[src/rtl/ppr_pkg.sv]
// Package: register map, selector codes, reset defaults and carrier types for the pin routing block
package ppr_pkg;

  ////////////////////////////////////////////////////////////////////////////
  // Geometry
  localparam int unsigned NUM_PINS   = 24;
  localparam int unsigned NUM_INPUTS = 25;
  localparam int unsigned ADDR_W     = 12;
  localparam int unsigned SEL_W      = 5;

  ////////////////////////////////////////////////////////////////////////////
  // Register map, byte addresses
  localparam logic [11:0] LOCK_ADDR  = 12'h000;
  localparam logic [11:0] IN_BASE    = 12'h100;
  localparam logic [11:0] OUT_BASE   = 12'h200;
  localparam int unsigned LOCK_BIT   = 0;
  localparam logic [4:0]  SEL_RESET  = 5'h00;
  localparam logic        LOCK_RESET = 1'b0;

  ////////////////////////////////////////////////////////////////////////////
  // AXI4-Lite responses
  localparam logic [1:0] RESP_OKAY   = 2'h0;
  localparam logic [1:0] RESP_SLVERR = 2'h2;

  ////////////////////////////////////////////////////////////////////////////
  // Port field of an input selector
  localparam logic [1:0] PORT_A     = 2'h0;
  localparam logic [1:0] PORT_B     = 2'h1;
  localparam logic [1:0] PORT_C     = 2'h2;
  localparam logic [1:0] PORT_RSVD  = 2'h3;

  ////////////////////////////////////////////////////////////////////////////
  // Pin output source codes
  localparam logic [4:0] OUT_LATCH    = 5'h00;
  localparam logic [4:0] OUT_WG_A     = 5'h01;
  localparam logic [4:0] OUT_WG_B     = 5'h02;
  localparam logic [4:0] OUT_WG_C     = 5'h03;
  localparam logic [4:0] OUT_WG_D     = 5'h04;
  localparam logic [4:0] OUT_CAPTURE_COMPARE_UNIT_1     = 5'h05;
  localparam logic [4:0] OUT_CAPTURE_COMPARE_UNIT_2     = 5'h06;
  localparam logic [4:0] OUT_PULSE_WIDTH_UNIT_3     = 5'h07;
  localparam logic [4:0] OUT_PULSE_WIDTH_UNIT_4     = 5'h08;
  localparam logic [4:0] OUT_ASYNC_TX = 5'h09;
  localparam logic [4:0] OUT_ASYNC_RX = 5'h0A;
  localparam logic [4:0] OUT_COMPARATOR_1_OUT     = 5'h0D;
  localparam logic [4:0] OUT_COMPARATOR_2_OUT     = 5'h0E;
  localparam logic [4:0] OUT_SSP_CLK  = 5'h0F;
  localparam logic [4:0] OUT_SSP_DATA = 5'h10;
  localparam logic [4:0] OUT_TIMER0   = 5'h13;
  localparam logic [4:0] OUT_REF_CLK  = 5'h14;
  localparam logic [4:0] OUT_MOD      = 5'h15;
  localparam logic [4:0] OUT_GUARD_A  = 5'h16;
  localparam logic [4:0] OUT_GUARD_B  = 5'h17;

  ////////////////////////////////////////////////////////////////////////////
  // Input selector power-on defaults, index 24 first (async transmit .. ext_irq0)
  localparam logic [24:0][4:0] IN_DEFAULT = {
    5'h16, 5'h17, 5'h05, 5'h14, 5'h13, 5'h0C, 5'h05, 5'h04, 5'h03,
    5'h08, 5'h11, 5'h12, 5'h0F, 5'h15, 5'h13, 5'h0C, 5'h12, 5'h10,
    5'h10, 5'h0D, 5'h10, 5'h04, 5'h0A, 5'h09, 5'h08};
  // Ports each input may be taken from: bit 0 A, bit 1 B, bit 2 C
  localparam logic [24:0][2:0] IN_PORTS = {
    3'h6, 3'h6, 3'h5, 3'h6, 3'h6, 3'h6, 3'h5, 3'h5, 3'h5,
    3'h6, 3'h6, 3'h6, 3'h6, 3'h6, 3'h5, 3'h6, 3'h5, 3'h5,
    3'h6, 3'h6, 3'h5, 3'h3, 3'h3, 3'h3, 3'h3};

  ////////////////////////////////////////////////////////////////////////////
  // Carriers
  typedef struct packed {
    logic waveform_gen_out_a;
    logic waveform_gen_out_b;
    logic waveform_gen_out_c;
    logic waveform_gen_out_d;
    logic capture_compare_unit_1;
    logic capture_compare_unit_2;
    logic pulse_width_unit_3;
    logic pulse_width_unit_4;
    logic async_tx;
    logic async_rx;
    logic comparator_1_out;
    logic comparator_2_out;
    logic sync_clk;
    logic sync_data;
    logic timer0_output;
    logic reference_clock_out;
    logic signal_modulator_out;
    logic adc_guard_out_a;
    logic adc_guard_out_b;
  } ppr_src_t;

  typedef enum logic [1:0] {
    PPR_REG_NONE = 2'h0,
    PPR_REG_LOCK = 2'h1,
    PPR_REG_IN   = 2'h3,
    PPR_REG_OUT  = 2'h2
  } ppr_reg_kind_t;

  typedef struct packed {
    ppr_reg_kind_t kind;
    logic [4:0]    idx;
  } ppr_decode_t;

endpackage : ppr_pkg

[src/rtl/ppr_pin_router.sv]
// Peripheral pin routing block with AXI4-Lite register slave
//
// Decided for this implementation: the address map and the AXI4-Lite slave port.
`timescale 1ns/1ns
`default_nettype none

module ppr_pin_router #(
  parameter int unsigned NUM_PINS   = ppr_pkg::NUM_PINS,
  parameter int unsigned NUM_INPUTS = ppr_pkg::NUM_INPUTS
) (
  input  wire logic                     clk,
  input  wire logic                     arst_n,
  input  wire logic                     warm_rst,
  input  wire logic [11:0]              awaddr,
  input  wire logic                     awvalid,
  output logic                          awready,
  input  wire logic [31:0]              wdata,
  input  wire logic [3:0]               wstrb,
  input  wire logic                     wvalid,
  output logic                          wready,
  output logic [1:0]                    bresp,
  output logic                          bvalid,
  input  wire logic                     bready,
  input  wire logic [11:0]              araddr,
  input  wire logic                     arvalid,
  output logic                          arready,
  output logic [31:0]                   rdata,
  output logic [1:0]                    rresp,
  output logic                          rvalid,
  input  wire logic                     rready,
  input  wire logic [NUM_PINS-1:0]      pin_output_latch,
  input  wire ppr_pkg::ppr_src_t        periph_src,
  input  wire logic [NUM_PINS-1:0]      pin_in,
  output logic [NUM_PINS-1:0]           pin_out,
  output logic [NUM_INPUTS-1:0]         peripheral_input,
  output logic                          routing_locked_flag
);

  ////////////////////////////////////////////////////////////////////////////
  // Functions

  function automatic ppr_pkg::ppr_decode_t decode(input logic [11:0] a);
    ppr_pkg::ppr_decode_t d;
    d.kind = ppr_pkg::PPR_REG_NONE;
    d.idx  = 5'h00;
    if (a[1:0] != 2'h0) begin
      d.kind = ppr_pkg::PPR_REG_NONE;
    end else if (a == ppr_pkg::LOCK_ADDR) begin
      d.kind = ppr_pkg::PPR_REG_LOCK;
    end else if (a >= ppr_pkg::IN_BASE && a < ppr_pkg::IN_BASE + 12'(4 * NUM_INPUTS)) begin
      d.kind = ppr_pkg::PPR_REG_IN;
      d.idx  = 5'((a - ppr_pkg::IN_BASE) >> 2);
    end else if (a >= ppr_pkg::OUT_BASE && a < ppr_pkg::OUT_BASE + 12'(4 * NUM_PINS)) begin
      d.kind = ppr_pkg::PPR_REG_OUT;
      d.idx  = 5'((a - ppr_pkg::OUT_BASE) >> 2);
    end
    return d;
  endfunction : decode

  // Codes offered only on some ports fall back to the latch elsewhere
  function automatic logic route_out(input logic [4:0] code, input logic [1:0] port,
                                     input logic latch, input ppr_pkg::ppr_src_t s);
    logic bc;
    logic ac;
    logic v;
    bc = (port == ppr_pkg::PORT_B) || (port == ppr_pkg::PORT_C);
    ac = (port == ppr_pkg::PORT_A) || (port == ppr_pkg::PORT_C);
    v  = latch;
    case (code)
      ppr_pkg::OUT_WG_A:     v = bc ? s.waveform_gen_out_a : latch;
      ppr_pkg::OUT_WG_B:     v = bc ? s.waveform_gen_out_b : latch;
      ppr_pkg::OUT_WG_C:     v = bc ? s.waveform_gen_out_c : latch;
      ppr_pkg::OUT_WG_D:     v = bc ? s.waveform_gen_out_d : latch;
      ppr_pkg::OUT_CAPTURE_COMPARE_UNIT_1:     v = bc ? s.capture_compare_unit_1 : latch;
      ppr_pkg::OUT_CAPTURE_COMPARE_UNIT_2:     v = bc ? s.capture_compare_unit_2 : latch;
      ppr_pkg::OUT_PULSE_WIDTH_UNIT_3:     v = ac ? s.pulse_width_unit_3 : latch;
      ppr_pkg::OUT_PULSE_WIDTH_UNIT_4:     v = ac ? s.pulse_width_unit_4 : latch;
      ppr_pkg::OUT_COMPARATOR_1_OUT:     v = ac ? s.comparator_1_out : latch;
      ppr_pkg::OUT_COMPARATOR_2_OUT:     v = ac ? s.comparator_2_out : latch;
      ppr_pkg::OUT_ASYNC_TX: v = bc ? s.async_tx : latch;
      ppr_pkg::OUT_ASYNC_RX: v = bc ? s.async_rx : latch;
      ppr_pkg::OUT_SSP_CLK:  v = bc ? s.sync_clk : latch;
      ppr_pkg::OUT_SSP_DATA: v = bc ? s.sync_data : latch;
      ppr_pkg::OUT_TIMER0:   v = bc ? s.timer0_output : latch;
      ppr_pkg::OUT_REF_CLK:  v = bc ? s.reference_clock_out : latch;
      ppr_pkg::OUT_MOD:      v = s.signal_modulator_out;
      ppr_pkg::OUT_GUARD_A:  v = ac ? s.adc_guard_out_a : latch;
      ppr_pkg::OUT_GUARD_B:  v = ac ? s.adc_guard_out_b : latch;
      default:               v = latch;
    endcase
    return v;
  endfunction : route_out

  // Selector value is the pin index itself; reserved or absent ports read low
  function automatic logic pick_in(input logic [4:0] sel, input logic [2:0] ports,
                                   input logic [NUM_PINS-1:0] pins);
    logic [1:0] port;
    port = sel[4:3];
    if (port == ppr_pkg::PORT_RSVD || !ports[port]) begin
      return 1'b0;
    end
    return pins[sel];
  endfunction : pick_in

  ////////////////////////////////////////////////////////////////////////////
  // Register storage

  logic [4:0]          out_sel [NUM_PINS];
  logic [4:0]          in_sel  [NUM_INPUTS];
  logic                lock;
  logic [NUM_PINS-1:0] pin_meta;
  logic [NUM_PINS-1:0] pin_sync;

  ////////////////////////////////////////////////////////////////////////////
  // AXI4-Lite write channel

  logic        aw_full;
  logic        w_full;
  logic [11:0] aw_addr;
  logic [31:0] w_data;
  logic [3:0]  w_strb;
  logic        do_write;
  logic        next_aw_full;
  logic        next_w_full;
  ppr_pkg::ppr_decode_t wdec;

  assign do_write     = aw_full && w_full && !bvalid;
  assign next_aw_full = (aw_full && !do_write) || (awvalid && awready);
  assign next_w_full  = (w_full && !do_write) || (wvalid && wready);
  assign wdec         = decode(aw_addr);

  always_ff @(posedge clk or negedge arst_n) begin
    if (!arst_n) begin
      aw_full <= 1'b0;
      w_full  <= 1'b0;
      awready <= 1'b0;
      wready  <= 1'b0;
      aw_addr <= 12'h000;
      w_data  <= 32'h0000_0000;
      w_strb  <= 4'h0;
    end else begin
      aw_full <= next_aw_full;
      w_full  <= next_w_full;
      awready <= !next_aw_full;
      wready  <= !next_w_full;
      if (awvalid && awready) begin
        aw_addr <= awaddr;
      end
      if (wvalid && wready) begin
        w_data <= wdata;
        w_strb <= wstrb;
      end
    end
  end

  always_ff @(posedge clk or negedge arst_n) begin
    if (!arst_n) begin
      bvalid <= 1'b0;
      bresp  <= ppr_pkg::RESP_OKAY;
    end else if (do_write) begin
      bvalid <= 1'b1;
      bresp  <= (wdec.kind == ppr_pkg::PPR_REG_NONE) ? ppr_pkg::RESP_SLVERR : ppr_pkg::RESP_OKAY;
    end else if (bready) begin
      bvalid <= 1'b0;
    end
  end

  logic sel_write;
  assign sel_write = do_write && w_strb[0] && !lock;

  ////////////////////////////////////////////////////////////////////////////
  // Lock register: cleared by every reset kind

  always_ff @(posedge clk or negedge arst_n) begin
    if (!arst_n) begin
      lock <= ppr_pkg::LOCK_RESET;
    end else if (warm_rst) begin
      lock <= ppr_pkg::LOCK_RESET;
    end else if (do_write && w_strb[0] && wdec.kind == ppr_pkg::PPR_REG_LOCK) begin
      lock <= w_data[ppr_pkg::LOCK_BIT];
    end
  end

  ////////////////////////////////////////////////////////////////////////////
  // Selectors: only the power-on reset touches them

  always_ff @(posedge clk or negedge arst_n) begin
    if (!arst_n) begin
      for (int i = 0; i < NUM_PINS; i++) begin
        out_sel[i] <= ppr_pkg::SEL_RESET;
      end
    end else if (sel_write && wdec.kind == ppr_pkg::PPR_REG_OUT) begin
      out_sel[wdec.idx] <= w_data[4:0];
    end
  end

  always_ff @(posedge clk or negedge arst_n) begin
    if (!arst_n) begin
      for (int i = 0; i < NUM_INPUTS; i++) begin
        in_sel[i] <= ppr_pkg::IN_DEFAULT[i];
      end
    end else if (sel_write && wdec.kind == ppr_pkg::PPR_REG_IN) begin
      in_sel[wdec.idx] <= w_data[4:0];
    end
  end

  ////////////////////////////////////////////////////////////////////////////
  // AXI4-Lite read channel, answer one cycle after the address is taken

  ppr_pkg::ppr_decode_t rdec;
  logic                 next_rvalid;
  assign rdec        = decode(araddr);
  assign next_rvalid = (rvalid && !rready) || (arvalid && arready);

  always_ff @(posedge clk or negedge arst_n) begin
    if (!arst_n) begin
      rvalid  <= 1'b0;
      arready <= 1'b0;
      rdata   <= 32'h0000_0000;
      rresp   <= ppr_pkg::RESP_OKAY;
    end else begin
      rvalid  <= next_rvalid;
      arready <= !next_rvalid;
      if (arvalid && arready) begin
        rresp <= ppr_pkg::RESP_OKAY;
        rdata <= 32'h0000_0000;
        if (rdec.kind == ppr_pkg::PPR_REG_LOCK) begin
          rdata[ppr_pkg::LOCK_BIT] <= lock;
        end else if (rdec.kind == ppr_pkg::PPR_REG_IN) begin
          rdata[4:0] <= in_sel[rdec.idx];
        end else if (rdec.kind == ppr_pkg::PPR_REG_OUT) begin
          rdata[4:0] <= out_sel[rdec.idx];
        end else begin
          rresp <= ppr_pkg::RESP_SLVERR;
        end
      end
    end
  end

  ////////////////////////////////////////////////////////////////////////////
  // Pin routing

  always_ff @(posedge clk or negedge arst_n) begin
    if (!arst_n) begin
      pin_out <= '0;
    end else begin
      for (int p = 0; p < NUM_PINS; p++) begin
        pin_out[p] <= route_out(out_sel[p], 2'(p / 8), pin_output_latch[p], periph_src);
      end
    end
  end

  // Pins come from outside the clock domain
  always_ff @(posedge clk or negedge arst_n) begin
    if (!arst_n) begin
      pin_meta <= '0;
      pin_sync <= '0;
    end else begin
      pin_meta <= pin_in;
      pin_sync <= pin_meta;
    end
  end

  always_ff @(posedge clk or negedge arst_n) begin
    if (!arst_n) begin
      peripheral_input <= '0;
    end else begin
      for (int k = 0; k < NUM_INPUTS; k++) begin
        peripheral_input[k] <= pick_in(in_sel[k], ppr_pkg::IN_PORTS[k], pin_sync);
      end
    end
  end

  always_ff @(posedge clk or negedge arst_n) begin
    if (!arst_n) begin
      routing_locked_flag <= 1'b0;
    end else begin
      routing_locked_flag <= lock;
    end
  end

  ////////////////////////////////////////////////////////////////////////////
  // Checks

  chk_latch_on_zero: assert property (@(posedge clk) disable iff (!arst_n)
    out_sel[0] == ppr_pkg::OUT_LATCH |=> pin_out[0] == $past(pin_output_latch[0]))
    else $error("pin 0 with code zero does not follow its latch");

  chk_wg_on_port_b: assert property (@(posedge clk) disable iff (!arst_n)
    out_sel[8] == ppr_pkg::OUT_WG_A |=> pin_out[8] == $past(periph_src.waveform_gen_out_a))
    else $error("waveform output A not routed to port B pin");

  chk_tx_port_a: assert property (@(posedge clk) disable iff (!arst_n)
    out_sel[1] == ppr_pkg::OUT_ASYNC_TX |=> pin_out[1] == $past(pin_output_latch[1]))
    else $error("serial transmit leaked onto port A");

  chk_sync_clk_route: assert property (@(posedge clk) disable iff (!arst_n)
    out_sel[16] == ppr_pkg::OUT_SSP_CLK |=> pin_out[16] == $past(periph_src.sync_clk))
    else $error("sync serial clock not routed to port C pin");

  chk_guard_port_b: assert property (@(posedge clk) disable iff (!arst_n)
    out_sel[9] == ppr_pkg::OUT_GUARD_A |=> pin_out[9] == $past(pin_output_latch[9]))
    else $error("guard output leaked onto port B");

  chk_timer0_route: assert property (@(posedge clk) disable iff (!arst_n)
    out_sel[10] == ppr_pkg::OUT_TIMER0 |=> pin_out[10] == $past(periph_src.timer0_output))
    else $error("timer0 output not routed to port B pin");

  chk_warm_keeps: assert property (@(posedge clk) disable iff (!arst_n)
    warm_rst && !sel_write |=> $stable(out_sel[0]) && !lock)
    else $error("warm reset disturbed selector or kept lock");

  chk_read_upper_zero: assert property (@(posedge clk) disable iff (!arst_n)
    rvalid |-> rdata[31:5] == 27'h000_0000)
    else $error("unused read bits not zero");

  chk_lock_blocks: assert property (@(posedge clk) disable iff (!arst_n)
    lock && do_write && wdec.kind == ppr_pkg::PPR_REG_OUT && wdec.idx == 5'h00 |=> $stable(out_sel[0]))
    else $error("selector changed while locked");

  chk_unlocked_write: assert property (@(posedge clk) disable iff (!arst_n)
    !lock && do_write && w_strb[0] && wdec.kind == ppr_pkg::PPR_REG_IN && wdec.idx == 5'h00
    |=> in_sel[0] == $past(w_data[4:0]))
    else $error("unlocked input selector write lost");

  chk_input_pick: assert property (@(posedge clk) disable iff (!arst_n)
    in_sel[0] == 5'h08 |=> peripheral_input[0] == $past(pin_sync[8]))
    else $error("input selector 0 does not follow port B pin 0");

  chk_read_answer: assert property (@(posedge clk) disable iff (!arst_n)
    arvalid && arready |=> rvalid [*1] ##0 !arready)
    else $error("read answer not one cycle after address");

  chk_ccp_port_a: assert property (@(posedge clk) disable iff (!arst_n)
    out_sel[2] == ppr_pkg::OUT_CAPTURE_COMPARE_UNIT_1 |=> pin_out[2] == $past(pin_output_latch[2]))
    else $error("capture output leaked onto port A");

  chk_pwm_port_c: assert property (@(posedge clk) disable iff (!arst_n)
    out_sel[17] == ppr_pkg::OUT_PULSE_WIDTH_UNIT_3 |=> pin_out[17] == $past(periph_src.pulse_width_unit_3))
    else $error("pulse width output 3 not routed to port C pin");

  chk_mod_route: assert property (@(posedge clk) disable iff (!arst_n)
    out_sel[12] == ppr_pkg::OUT_MOD |=> pin_out[12] == $past(periph_src.signal_modulator_out))
    else $error("modulator output not routed to port B pin");

  chk_unused_code: assert property (@(posedge clk) disable iff (!arst_n)
    out_sel[11] == 5'h0B |=> pin_out[11] == $past(pin_output_latch[11]))
    else $error("unassigned code does not drive the latch");

  chk_in_locked: assert property (@(posedge clk) disable iff (!arst_n)
    lock && do_write && wdec.kind == ppr_pkg::PPR_REG_IN && wdec.idx == 5'h00 |=> $stable(in_sel[0]))
    else $error("input selector changed while locked");

  chk_rsvd_port_low: assert property (@(posedge clk) disable iff (!arst_n)
    in_sel[0][4:3] == ppr_pkg::PORT_RSVD |=> !peripheral_input[0])
    else $error("reserved port selection does not read low");

  chk_lock_write: assert property (@(posedge clk) disable iff (!arst_n)
    do_write && w_strb[0] && wdec.kind == ppr_pkg::PPR_REG_LOCK && !warm_rst
    |=> lock == $past(w_data[ppr_pkg::LOCK_BIT]))
    else $error("lock bit write lost");

endmodule : ppr_pin_router

`default_nettype wire

[config.mk]
export PLATFORM = sky130hd
export DESIGN_NAME = ppr_pin_router
export DESIGN_NICKNAME = d
export VERILOG_FILES = /design/src/rtl/ppr_pkg.sv /design/src/rtl/ppr_pin_router.sv
export SDC_FILE = /design/constraint.sdc
export NUM_CORES = 1
export LEC_CHECK = 0
export BUFFER_PORTS_ARGS = -buffer_cell sky130_fd_sc_hd__buf_4
export CAP_MARGIN = 20
export CORE_MARGIN = 1
export CORE_UTILIZATION = 25
export CTS_CLUSTER_SIZE = 12
export DETAILED_ROUTE_END_ITERATION = 12
export GPL_TIMING_DRIVEN = 0
export PLACE_DENSITY = 0.42
export SYNTH_ARGS = -nofsm -noshare
export SYNTH_HDL_FRONTEND = slang
export SYNTH_SLANG_ARGS = --single-unit
export TNS_END_PERCENT = 100
[constraint.sdc]
create_clock -name clk -period 4 [get_ports clk]
set_clock_uncertainty 0.1 [all_clocks]
set_input_delay 0.2 -clock clk [delete_from_list [all_inputs] [get_ports clk]]
set_output_delay 0.2 -clock clk [all_outputs]
set_load 0.1 [all_outputs]
==> results_dict.tcl, run 1 <==
set metrics [dict create \
    netlist.area_leader.share 0.335 \
    syn_area_sq_um 24200 \
    detail_route.vias_per_cell 5.52 \
    synthToLayoutAreaGrowth_pct 23.1 \
    floorplan.core_area_sq_um 95400 \
    io_pins 226 \
    num_rows 113 \
    layout-drive-gt1-share 0.304 \
    number_of_standard_cells_in_the_layout_taps_in_and_fillers_out 3906 \
    worst-endpoint-arrival_ps 4480 \
    die_area_sq_um 98100 \
    dp.final_hpwl_um 81500 \
    timing.critical_path.to "rdata[2]$_DFFE_PN0P_" \
    number_of_enable_flip_flop_cells_after_synthesis 0 \
    final.setup.worst_slack_ps -26.5 \
    criticalPathCategory "in2reg" \
    routedWlPerCell_um 28.7 \
    crit-reg2reg-capture "out_sel[24]$_DFFE_PN0P_" \
    routed_wirelength_um 112000 \
    worstPathMaxFanout 10 \
    number_of_antenna_cells_inserted 0 \
    dp.cells 3740 \
    die_y_um 313 \
    dpl_cell_area_sq_um 27300 \
    place.gp.congestion 0.969 \
    io_buffer_count 164 \
    clk_path_buf_depth 3 \
    layout.cells.most_common "sky130_fd_sc_hd__dfrtp_1" \
    yosysWarningCount 0 \
    max_freq_mhz 248 \
    power.static_leakage_nw 11.8 \
    cts_made_buffers 49 \
    mostFrequentLayoutCells "sky130_fd_sc_hd__dfrtp_1 (324), sky130_fd_sc_hd__mux2_2 (294), sky130_fd_sc_hd__clkbuf_1 (230)" \
    syn_inst 2276 \
    clkTransAtPathRegs_ps 60 \
    insertion_delay_ps 610 \
    maxSlewViolCount 0 \
    post_synth_num_cell_types 77 \
    status "finished, violations left" \
    first_iteration_detailed_routing_drc_count 2061 \
    cellPowerDensity_nw_per_um2 391 \
    critical_path_required_ps 4450 \
    synth.ff_latch_count 376 \
    drt_drc_violations_left 0 \
    clock_tree_from_tritoncts "done" \
    drt_first_pass_iters 7 \
    cts.htree.levels 2 \
    endpoint_kind "register" \
    ys_seq_area_frac 0.391 \
    synth_area_leaders "sky130_fd_sc_hd__dfrtp_1 (33%), sky130_fd_sc_hd__mux2_2 (14%), sky130_fd_sc_hd__mux4_2 (13%), sky130_fd_sc_hd__dfstp_2 (5.6%), sky130_fd_sc_hd__clkbuf_1 (3.5%)" \
    timing_worst_slew_pin_value_ps 1250 \
    antenna_found_initial 6 \
    startpoint_type "input port" \
    chipWidth_um 313 \
    grtUsageTotal 0.224 \
    ys_async_sr_fraction 1.00 \
    pin_count_of_the_biggest_net_entering_global_routing 119 \
    initial_utilization 0.254 \
    vias_in_the_first_global_route 21300 \
    worstHoldPathType "in2reg" \
    reg2reg_slack_ps 180 \
    report.final.hold_viol_count 0 \
    rsz0062_at_grt "true" \
    filler_cells 9835 \
    timing.final.crit_share 1.01 \
    avgSynthCellArea_sq_um 10.6 \
    design.final.nets 2737 \
    timing.final.crit_period_ps 4030 \
    antenna_violating_nets_post_route 0 \
    clock-sinks 376 \
    final_design_area_no_fill_sq_um 29800 \
    cap_viol_max_count 0 \
    yosys_most_used_dff "sky130_fd_sc_hd__dfrtp_1" \
    max-vdd-ir-drop_uv 322 \
    cp-startpoint "araddr[3]" \
    cts_root_buf "sky130_fd_sc_hd__clkbuf_16" \
    setup_viol_count_final 2 \
    yosysTopAreaCell "sky130_fd_sc_hd__dfrtp_1" \
    grt_first_pass_wirelength_um 159000 \
    worst_slew_margin_rel 0.166 \
    via_count 21600 \
    violated_checks "setup timing" \
    worst_r2r_startpoint "aw_addr[2]$_DFFE_PN0P_" \
    globalRouteOverflowTotal 0 \
    worst-r2r-cell-count 10 \
    setup_total_negative_slack_ps -27.1 \
]
-- logic make-up after synthesis --
logic type | count (synthesis) | share of synthesized area
flops | 376 | 0.391
buf+inv | 295 | 0.0505
simple gates | 617 | 0.130
compound gates | 458 | 0.120
mux | 515 | 0.303
other cells | 1 | 0.000155
xor+xnor | 14 | 0.00506
-- state kept, by name, indices dropped and copies added (netlist names), 5 cells and up --
register and count:
pin_out 24, in_sel 125, aw_addr 12, rdata 5
w_data 5, pin_sync 24, out_sel 120, peripheral_input 25
pin_meta 24
-- final cells by class --
| class | instances | area, sq um | share of cell area |
|---|---|---|---|
| Timing Repair Buffer | 248 | 2140 | 0.0718 |
| Inverter | 23 | 86.3 | 0.00290 |
| Multi-Input combinational cell | 1633 | 13700 | 0.459 |
| Buffer | 271 | 1130 | 0.0381 |
| Clock inverter | 20 | 243 | 0.00815 |
| Sequential cell | 376 | 9470 | 0.318 |
| Tap cell | 1265 | 1580 | 0.0531 |
| Clock buffer | 70 | 1470 | 0.0492 |
-- layer usage --
layer	wire, um	share of wire	up-vias	global-route usage
met2	52300	0.47	1068	0.364
li1	-	-	9157	-
met5	13	0.00012	-	0
met1	47100	0.42	11100	0.298
met4	5030	0.045	2	0.0916
met3	7540	0.067	245	0.0331
-- where the power goes --
part	switching (mW)	leakage [nW]	internal, mW
clock network	1.88	0.832	2.76
logic	2.14	6.15	0.668
registers	0.197	4.81	4.00
-- cells in the mapped netlist, drive strengths merged (19+ instances only) --
| library cell | instances |
|---|---|
| nor2 | 146 |
| nand2b | 21 |
| dfstp | 52 |
| nand3b | 19 |
| mux2 | 294 |
| dfrtp | 324 |
| buf | 44 |
| o21ai | 130 |
| a21oi | 114 |
| nor3b | 38 |
| nor2b | 47 |
| nand2 | 183 |
| a211oi | 24 |
| o22ai | 23 |
| clkbuf | 228 |
| mux2i | 76 |
| a31oi | 32 |
| inv | 22 |
| nand3 | 54 |
| nor3 | 30 |
| mux4 | 145 |
-- worst min-delay path by stage --
stage | start | slack [ps] | cells after the start | to
after floorplan | arst_n | -200 | 0 | arready$_DFF_PN0_
after global placement | pin_in[18] | 210 | 1 | pin_meta[18]$_DFF_PN0_
after detailed placement | arst_n | 150 | 1 | pin_out[19]$_DFF_PN0_
after CTS | pin_output_latch[3] | 10 | 4 | pin_out[3]$_DFF_PN0_
after global routing | pin_output_latch[3] | 50 | 4 | pin_out[3]$_DFF_PN0_
final | pin_output_latch[3] | 40 | 4 | pin_out[3]$_DFF_PN0_
-- critical path, cell delays in order --
cell	delay, ps
sky130_fd_sc_hd__clkbuf_1	740
sky130_fd_sc_hd__nor3_2	310
sky130_fd_sc_hd__o311a_1	500
sky130_fd_sc_hd__o21ai_1	770
sky130_fd_sc_hd__clkbuf_1	690
sky130_fd_sc_hd__nand2_1	210
sky130_fd_sc_hd__a31oi_1	270
sky130_fd_sc_hd__o22ai_1	110
sky130_fd_sc_hd__a311oi_1	470
sky130_fd_sc_hd__a221o_1	200
-- through the flow --
stage | power (mW) | worst slack (ps) | hold slack [ps] | util
after floorplan | 5.60 | 968 | -196 | -
after global placement | 6.93 | -1380 | 212 | 0.284
after detailed placement | 6.96 | -776 | 151 | 0.286
after CTS | 11.7 | 28.2 | 11.9 | 0.312
after global routing | 12.0 | -4.62 | 54.6 | 0.312
final | 11.6 | -26.5 | 45.0 | 0.312
-- repair_timing --
| item | CTS | global route |
|---|---|---|
| pin swaps | 3 | 1 |
| setup endpoints to repair | 94 | 110 |
| hold buffers | 72 | 0 |
| resized for setup | 7 | 6 |
| setup buffers | 2 | 2 |
| hold endpoints to repair | 156 | 0 |
Note: power is estimated with default switching activity, not from simulation.
==> run 2, diff against run 1 <==
--- a/config.mk
+++ b/config.mk
@@ -5,14 +5,16 @@
 export SDC_FILE = /design/constraint.sdc
 export NUM_CORES = 1
 export LEC_CHECK = 0
-export BUFFER_PORTS_ARGS = -buffer_cell sky130_fd_sc_hd__buf_4
 export CAP_MARGIN = 20
+export CELL_PAD_IN_SITES_DETAIL_PLACEMENT = 1
+export CELL_PAD_IN_SITES_GLOBAL_PLACEMENT = 2
 export CORE_MARGIN = 1
-export CORE_UTILIZATION = 25
+export CORE_UTILIZATION = 40
 export CTS_CLUSTER_SIZE = 12
 export DETAILED_ROUTE_END_ITERATION = 12
+export DONT_BUFFER_PORTS = 1
 export GPL_TIMING_DRIVEN = 0
-export PLACE_DENSITY = 0.42
+export PLACE_DENSITY = 0.78
 export SYNTH_ARGS = -nofsm -noshare
 export SYNTH_HDL_FRONTEND = slang
 export SYNTH_SLANG_ARGS = --single-unit
==> run 2 against run 1 <==
Effect of this change:
- the flow finishes with violations (hold timing)
- combinational power shrank 25%
- sequential share of layout area grew 2.3 points
- highest routed layer unchanged
- final cell count shrank 17%
- first-iteration DRC count grew 6.0%
- count of clock-buffer cells in the layout shrank 10
- sequential power grew 8.6%
- worst setup slack gained 110 ps
- via count shrank 1.5%
==> results_dict.tcl, run 2 (synthesized netlist as in run 1, its figures left out) <==
set metrics [dict create \
    setup_viol_count_final 0 \
    max_freq_mhz 255 \
    initial_utilization 0.407 \
    io_buffer_count 0 \
    first_iteration_detailed_routing_drc_count 2184 \
    layout.cells.most_common "sky130_fd_sc_hd__dfrtp_1" \
    worst_path_most_repeated_cell "sky130_fd_sc_hd__clkbuf_1" \
    cp-startpoint "araddr[3]" \
    slowest_stage "sky130_fd_sc_hd__o21ai_1" \
    ctsHoldBuffers 79 \
    clock-sinks 376 \
    reg2reg_slack_ps 190 \
    routedWlPerCell_um 32.1 \
    max-vdd-ir-drop_uv 298 \
    mostFrequentLayoutCells "sky130_fd_sc_hd__dfrtp_1 (324), sky130_fd_sc_hd__mux2_2 (294), sky130_fd_sc_hd__clkbuf_1 (234)" \
    timing.final.crit_period_ps 3910 \
    worst_r2r_startpoint "aw_addr[2]$_DFFE_PN0P_" \
    floorplan.core_area_sq_um 59500 \
    cp.depth 10 \
    place.gp.congestion 0.981 \
    cts_made_buffers 46 \
    routed_wirelength_um 104000 \
    clk_path_buf_depth 3 \
    worst-r2r-cell-count 10 \
    endpoint_kind "register" \
    grtUsageTotal 0.341 \
    startpoint_type "input port" \
    via_count 21200 \
    insertion_delay_ps 640 \
    filler_cells 6466 \
    timing.final.crit_share 0.979 \
    critical_path_required_ps 4470 \
    max_stage_delay_ps 760 \
    finalHoldWorstSlack_ps -804 \
    timing.critical_path.to "rdata[2]$_DFFE_PN0P_" \
    timing_worst_slew_pin_value_ps 1260 \
    worst_slew_margin_rel 0.159 \
    layout-drive-gt1-share 0.256 \
    antenna_violating_nets_post_route 0 \
    cellPowerDensity_nw_per_um2 398 \
    worst-endpoint-arrival_ps 4390 \
    cts.htree.levels 2 \
    path_buf_inv 2 \
    clkTransAtPathRegs_ps 70 \
    violated_checks "hold timing" \
    chipWidth_um 248 \
    drt_drc_violations_left 0 \
    detail_route.vias_per_cell 6.54 \
    grt_first_pass_wirelength_um 151000 \
    io_pins 226 \
    criticalPathCategory "in2reg" \
    vias_in_the_first_global_route 21800 \
    worstHoldPathType "in2async" \
    dp_worst_slack_ps -872 \
    report.final.hold_viol_count 376 \
    worstPathMaxFanout 10 \
    final.setup.worst_slack_ps 85.4 \
    num_rows 89 \
    die_y_um 248 \
    ff_latch_area_sq_um 9470 \
    regMostFlops "in_sel" \
    drt_first_pass_iters 6 \
    die_area_sq_um 61500 \
    dp.final_hpwl_um 73800 \
    crit_chain "clkbuf_1, nor3_2, o311a_1, o21ai_1, clkbuf_1, nand2_1, a31oi_1, o22ai_1, a311oi_1, a221o_1" \
    crit-reg2reg-capture "out_sel[65]$_DFFE_PN0P_" \
    maxSlewViolCount 0 \
    status "finished, violations left" \
    globalRouteOverflowTotal 0 \
    clock_tree_from_tritoncts "done" \
    area_occupied_by_multi_input_gates_sq_um 13700 \
    rsz0062_at_grt "true" \
    pin_count_of_the_biggest_net_entering_global_routing 377 \
    cap_viol_max_count 0 \
    cts_root_buf "sky130_fd_sc_hd__clkbuf_16" \
    power.static_leakage_nw 10.9 \
    cp_top_family "compound AO/OA/AOI/OAI gates" \
    biggestRegsByFlops "in_sel x125, out_sel x120, peripheral_input x25" \
    design.final.nets 2573 \
    largest_register_ffs 125 \
    antenna_found_initial 5 \
    synthToLayoutAreaGrowth_pct 14.7 \
]
run 2: changes by cell type in the layout (fill, tap and decap cells not counted), moves of 3 or more:
cell / change
sky130_fd_sc_hd__buf_16: -3
sky130_fd_sc_hd__buf_4: -164
sky130_fd_sc_hd__buf_8: -4
sky130_fd_sc_hd__clkbuf_1: +4
sky130_fd_sc_hd__clkbuf_16: -3
sky130_fd_sc_hd__clkbuf_8: -10
sky130_fd_sc_hd__clkinv_2: +3
sky130_fd_sc_hd__dlygate4sd3_1: +7
sky130_fd_sc_hd__nor2_1: -5
sky130_fd_sc_hd__nor2_2: +6
run 2: area by class of cell:
cell class              count  share of cell area
multi-input cells        1633               0.493
flip-flops and latches    376               0.341
clock buffers              60              0.0455
plain buffers             272              0.0411
well taps                 773              0.0348
repair buffers             86              0.0305
clock inverters            24              0.0109
inverters                  23             0.00311
diodes                      2            0.000180
run 2: through the flow:
stage	TNS (ps)	cell area (sq um)	std cells	utilization	total power, mW
floorplan	0	24300	2304	-	5.60
global placement	-12810	25300	3077	0.425	6.52
detailed placement	-12940	25300	3080	0.426	6.58
CTS	0	27700	3244	0.466	11.0
global route	-536	27800	3248	0.467	11.3
finish	0	27800	3249	0.467	11.1
run 2: metal layers:
layer / track usage / vias up / part of all wire
met5: 0 / - / 0.00039
met4: 0.167 / 6 / 0.055
met3: 0.0786 / 323 / 0.084
met2: 0.556 / 1074 / 0.47
met1: 0.425 / 11000 / 0.39
li1: - / 8815 / -
run 2: worst reg2reg max path, delay by kind of cell (launching register included):
kind | cells | cell delay, ps
AOI/OAI and AO/OA | 2 | 370
buffers and inverters | 2 | 470
DFF | 1 | 360
muxes | 1 | 410
and+or+nand+nor | 5 | 2020
run 2: worst min-delay path by stage:
stage               cells past startpoint                       to  slack (ps)  startpoint
finish                                  0    pin_out[11]$_DFF_PN0_        -800      arst_n
global route                            0    pin_out[11]$_DFF_PN0_        -830      arst_n
CTS                                     0  out_sel[28]$_DFFE_PN0P_        -810      arst_n
detailed placement                      0    pin_out[11]$_DFF_PN0_        -160      arst_n
global placement                        0  out_sel[48]$_DFFE_PN0P_        -170      arst_n
floorplan                               0        arready$_DFF_PN0_        -200      arst_n
run 2: what timing repair did:
item	in CTS	in global routing
resized for setup	8	14
buffers inserted	1	3
endpoints found under the hold margin	449	376
pin swaps	1	2
endpoints found under the setup margin	63	172
run 2: power breakdown:
| group | leakage [nW] | internal, mW | switching (mW) |
|---|---|---|---|
| clock | 0.756 | 2.52 | 1.86 |
| sequential | 4.81 | 3.99 | 0.569 |
| combinational | 5.33 | 0.541 | 1.58 |
| total | 10.9 | 7.05 | 4.01 |
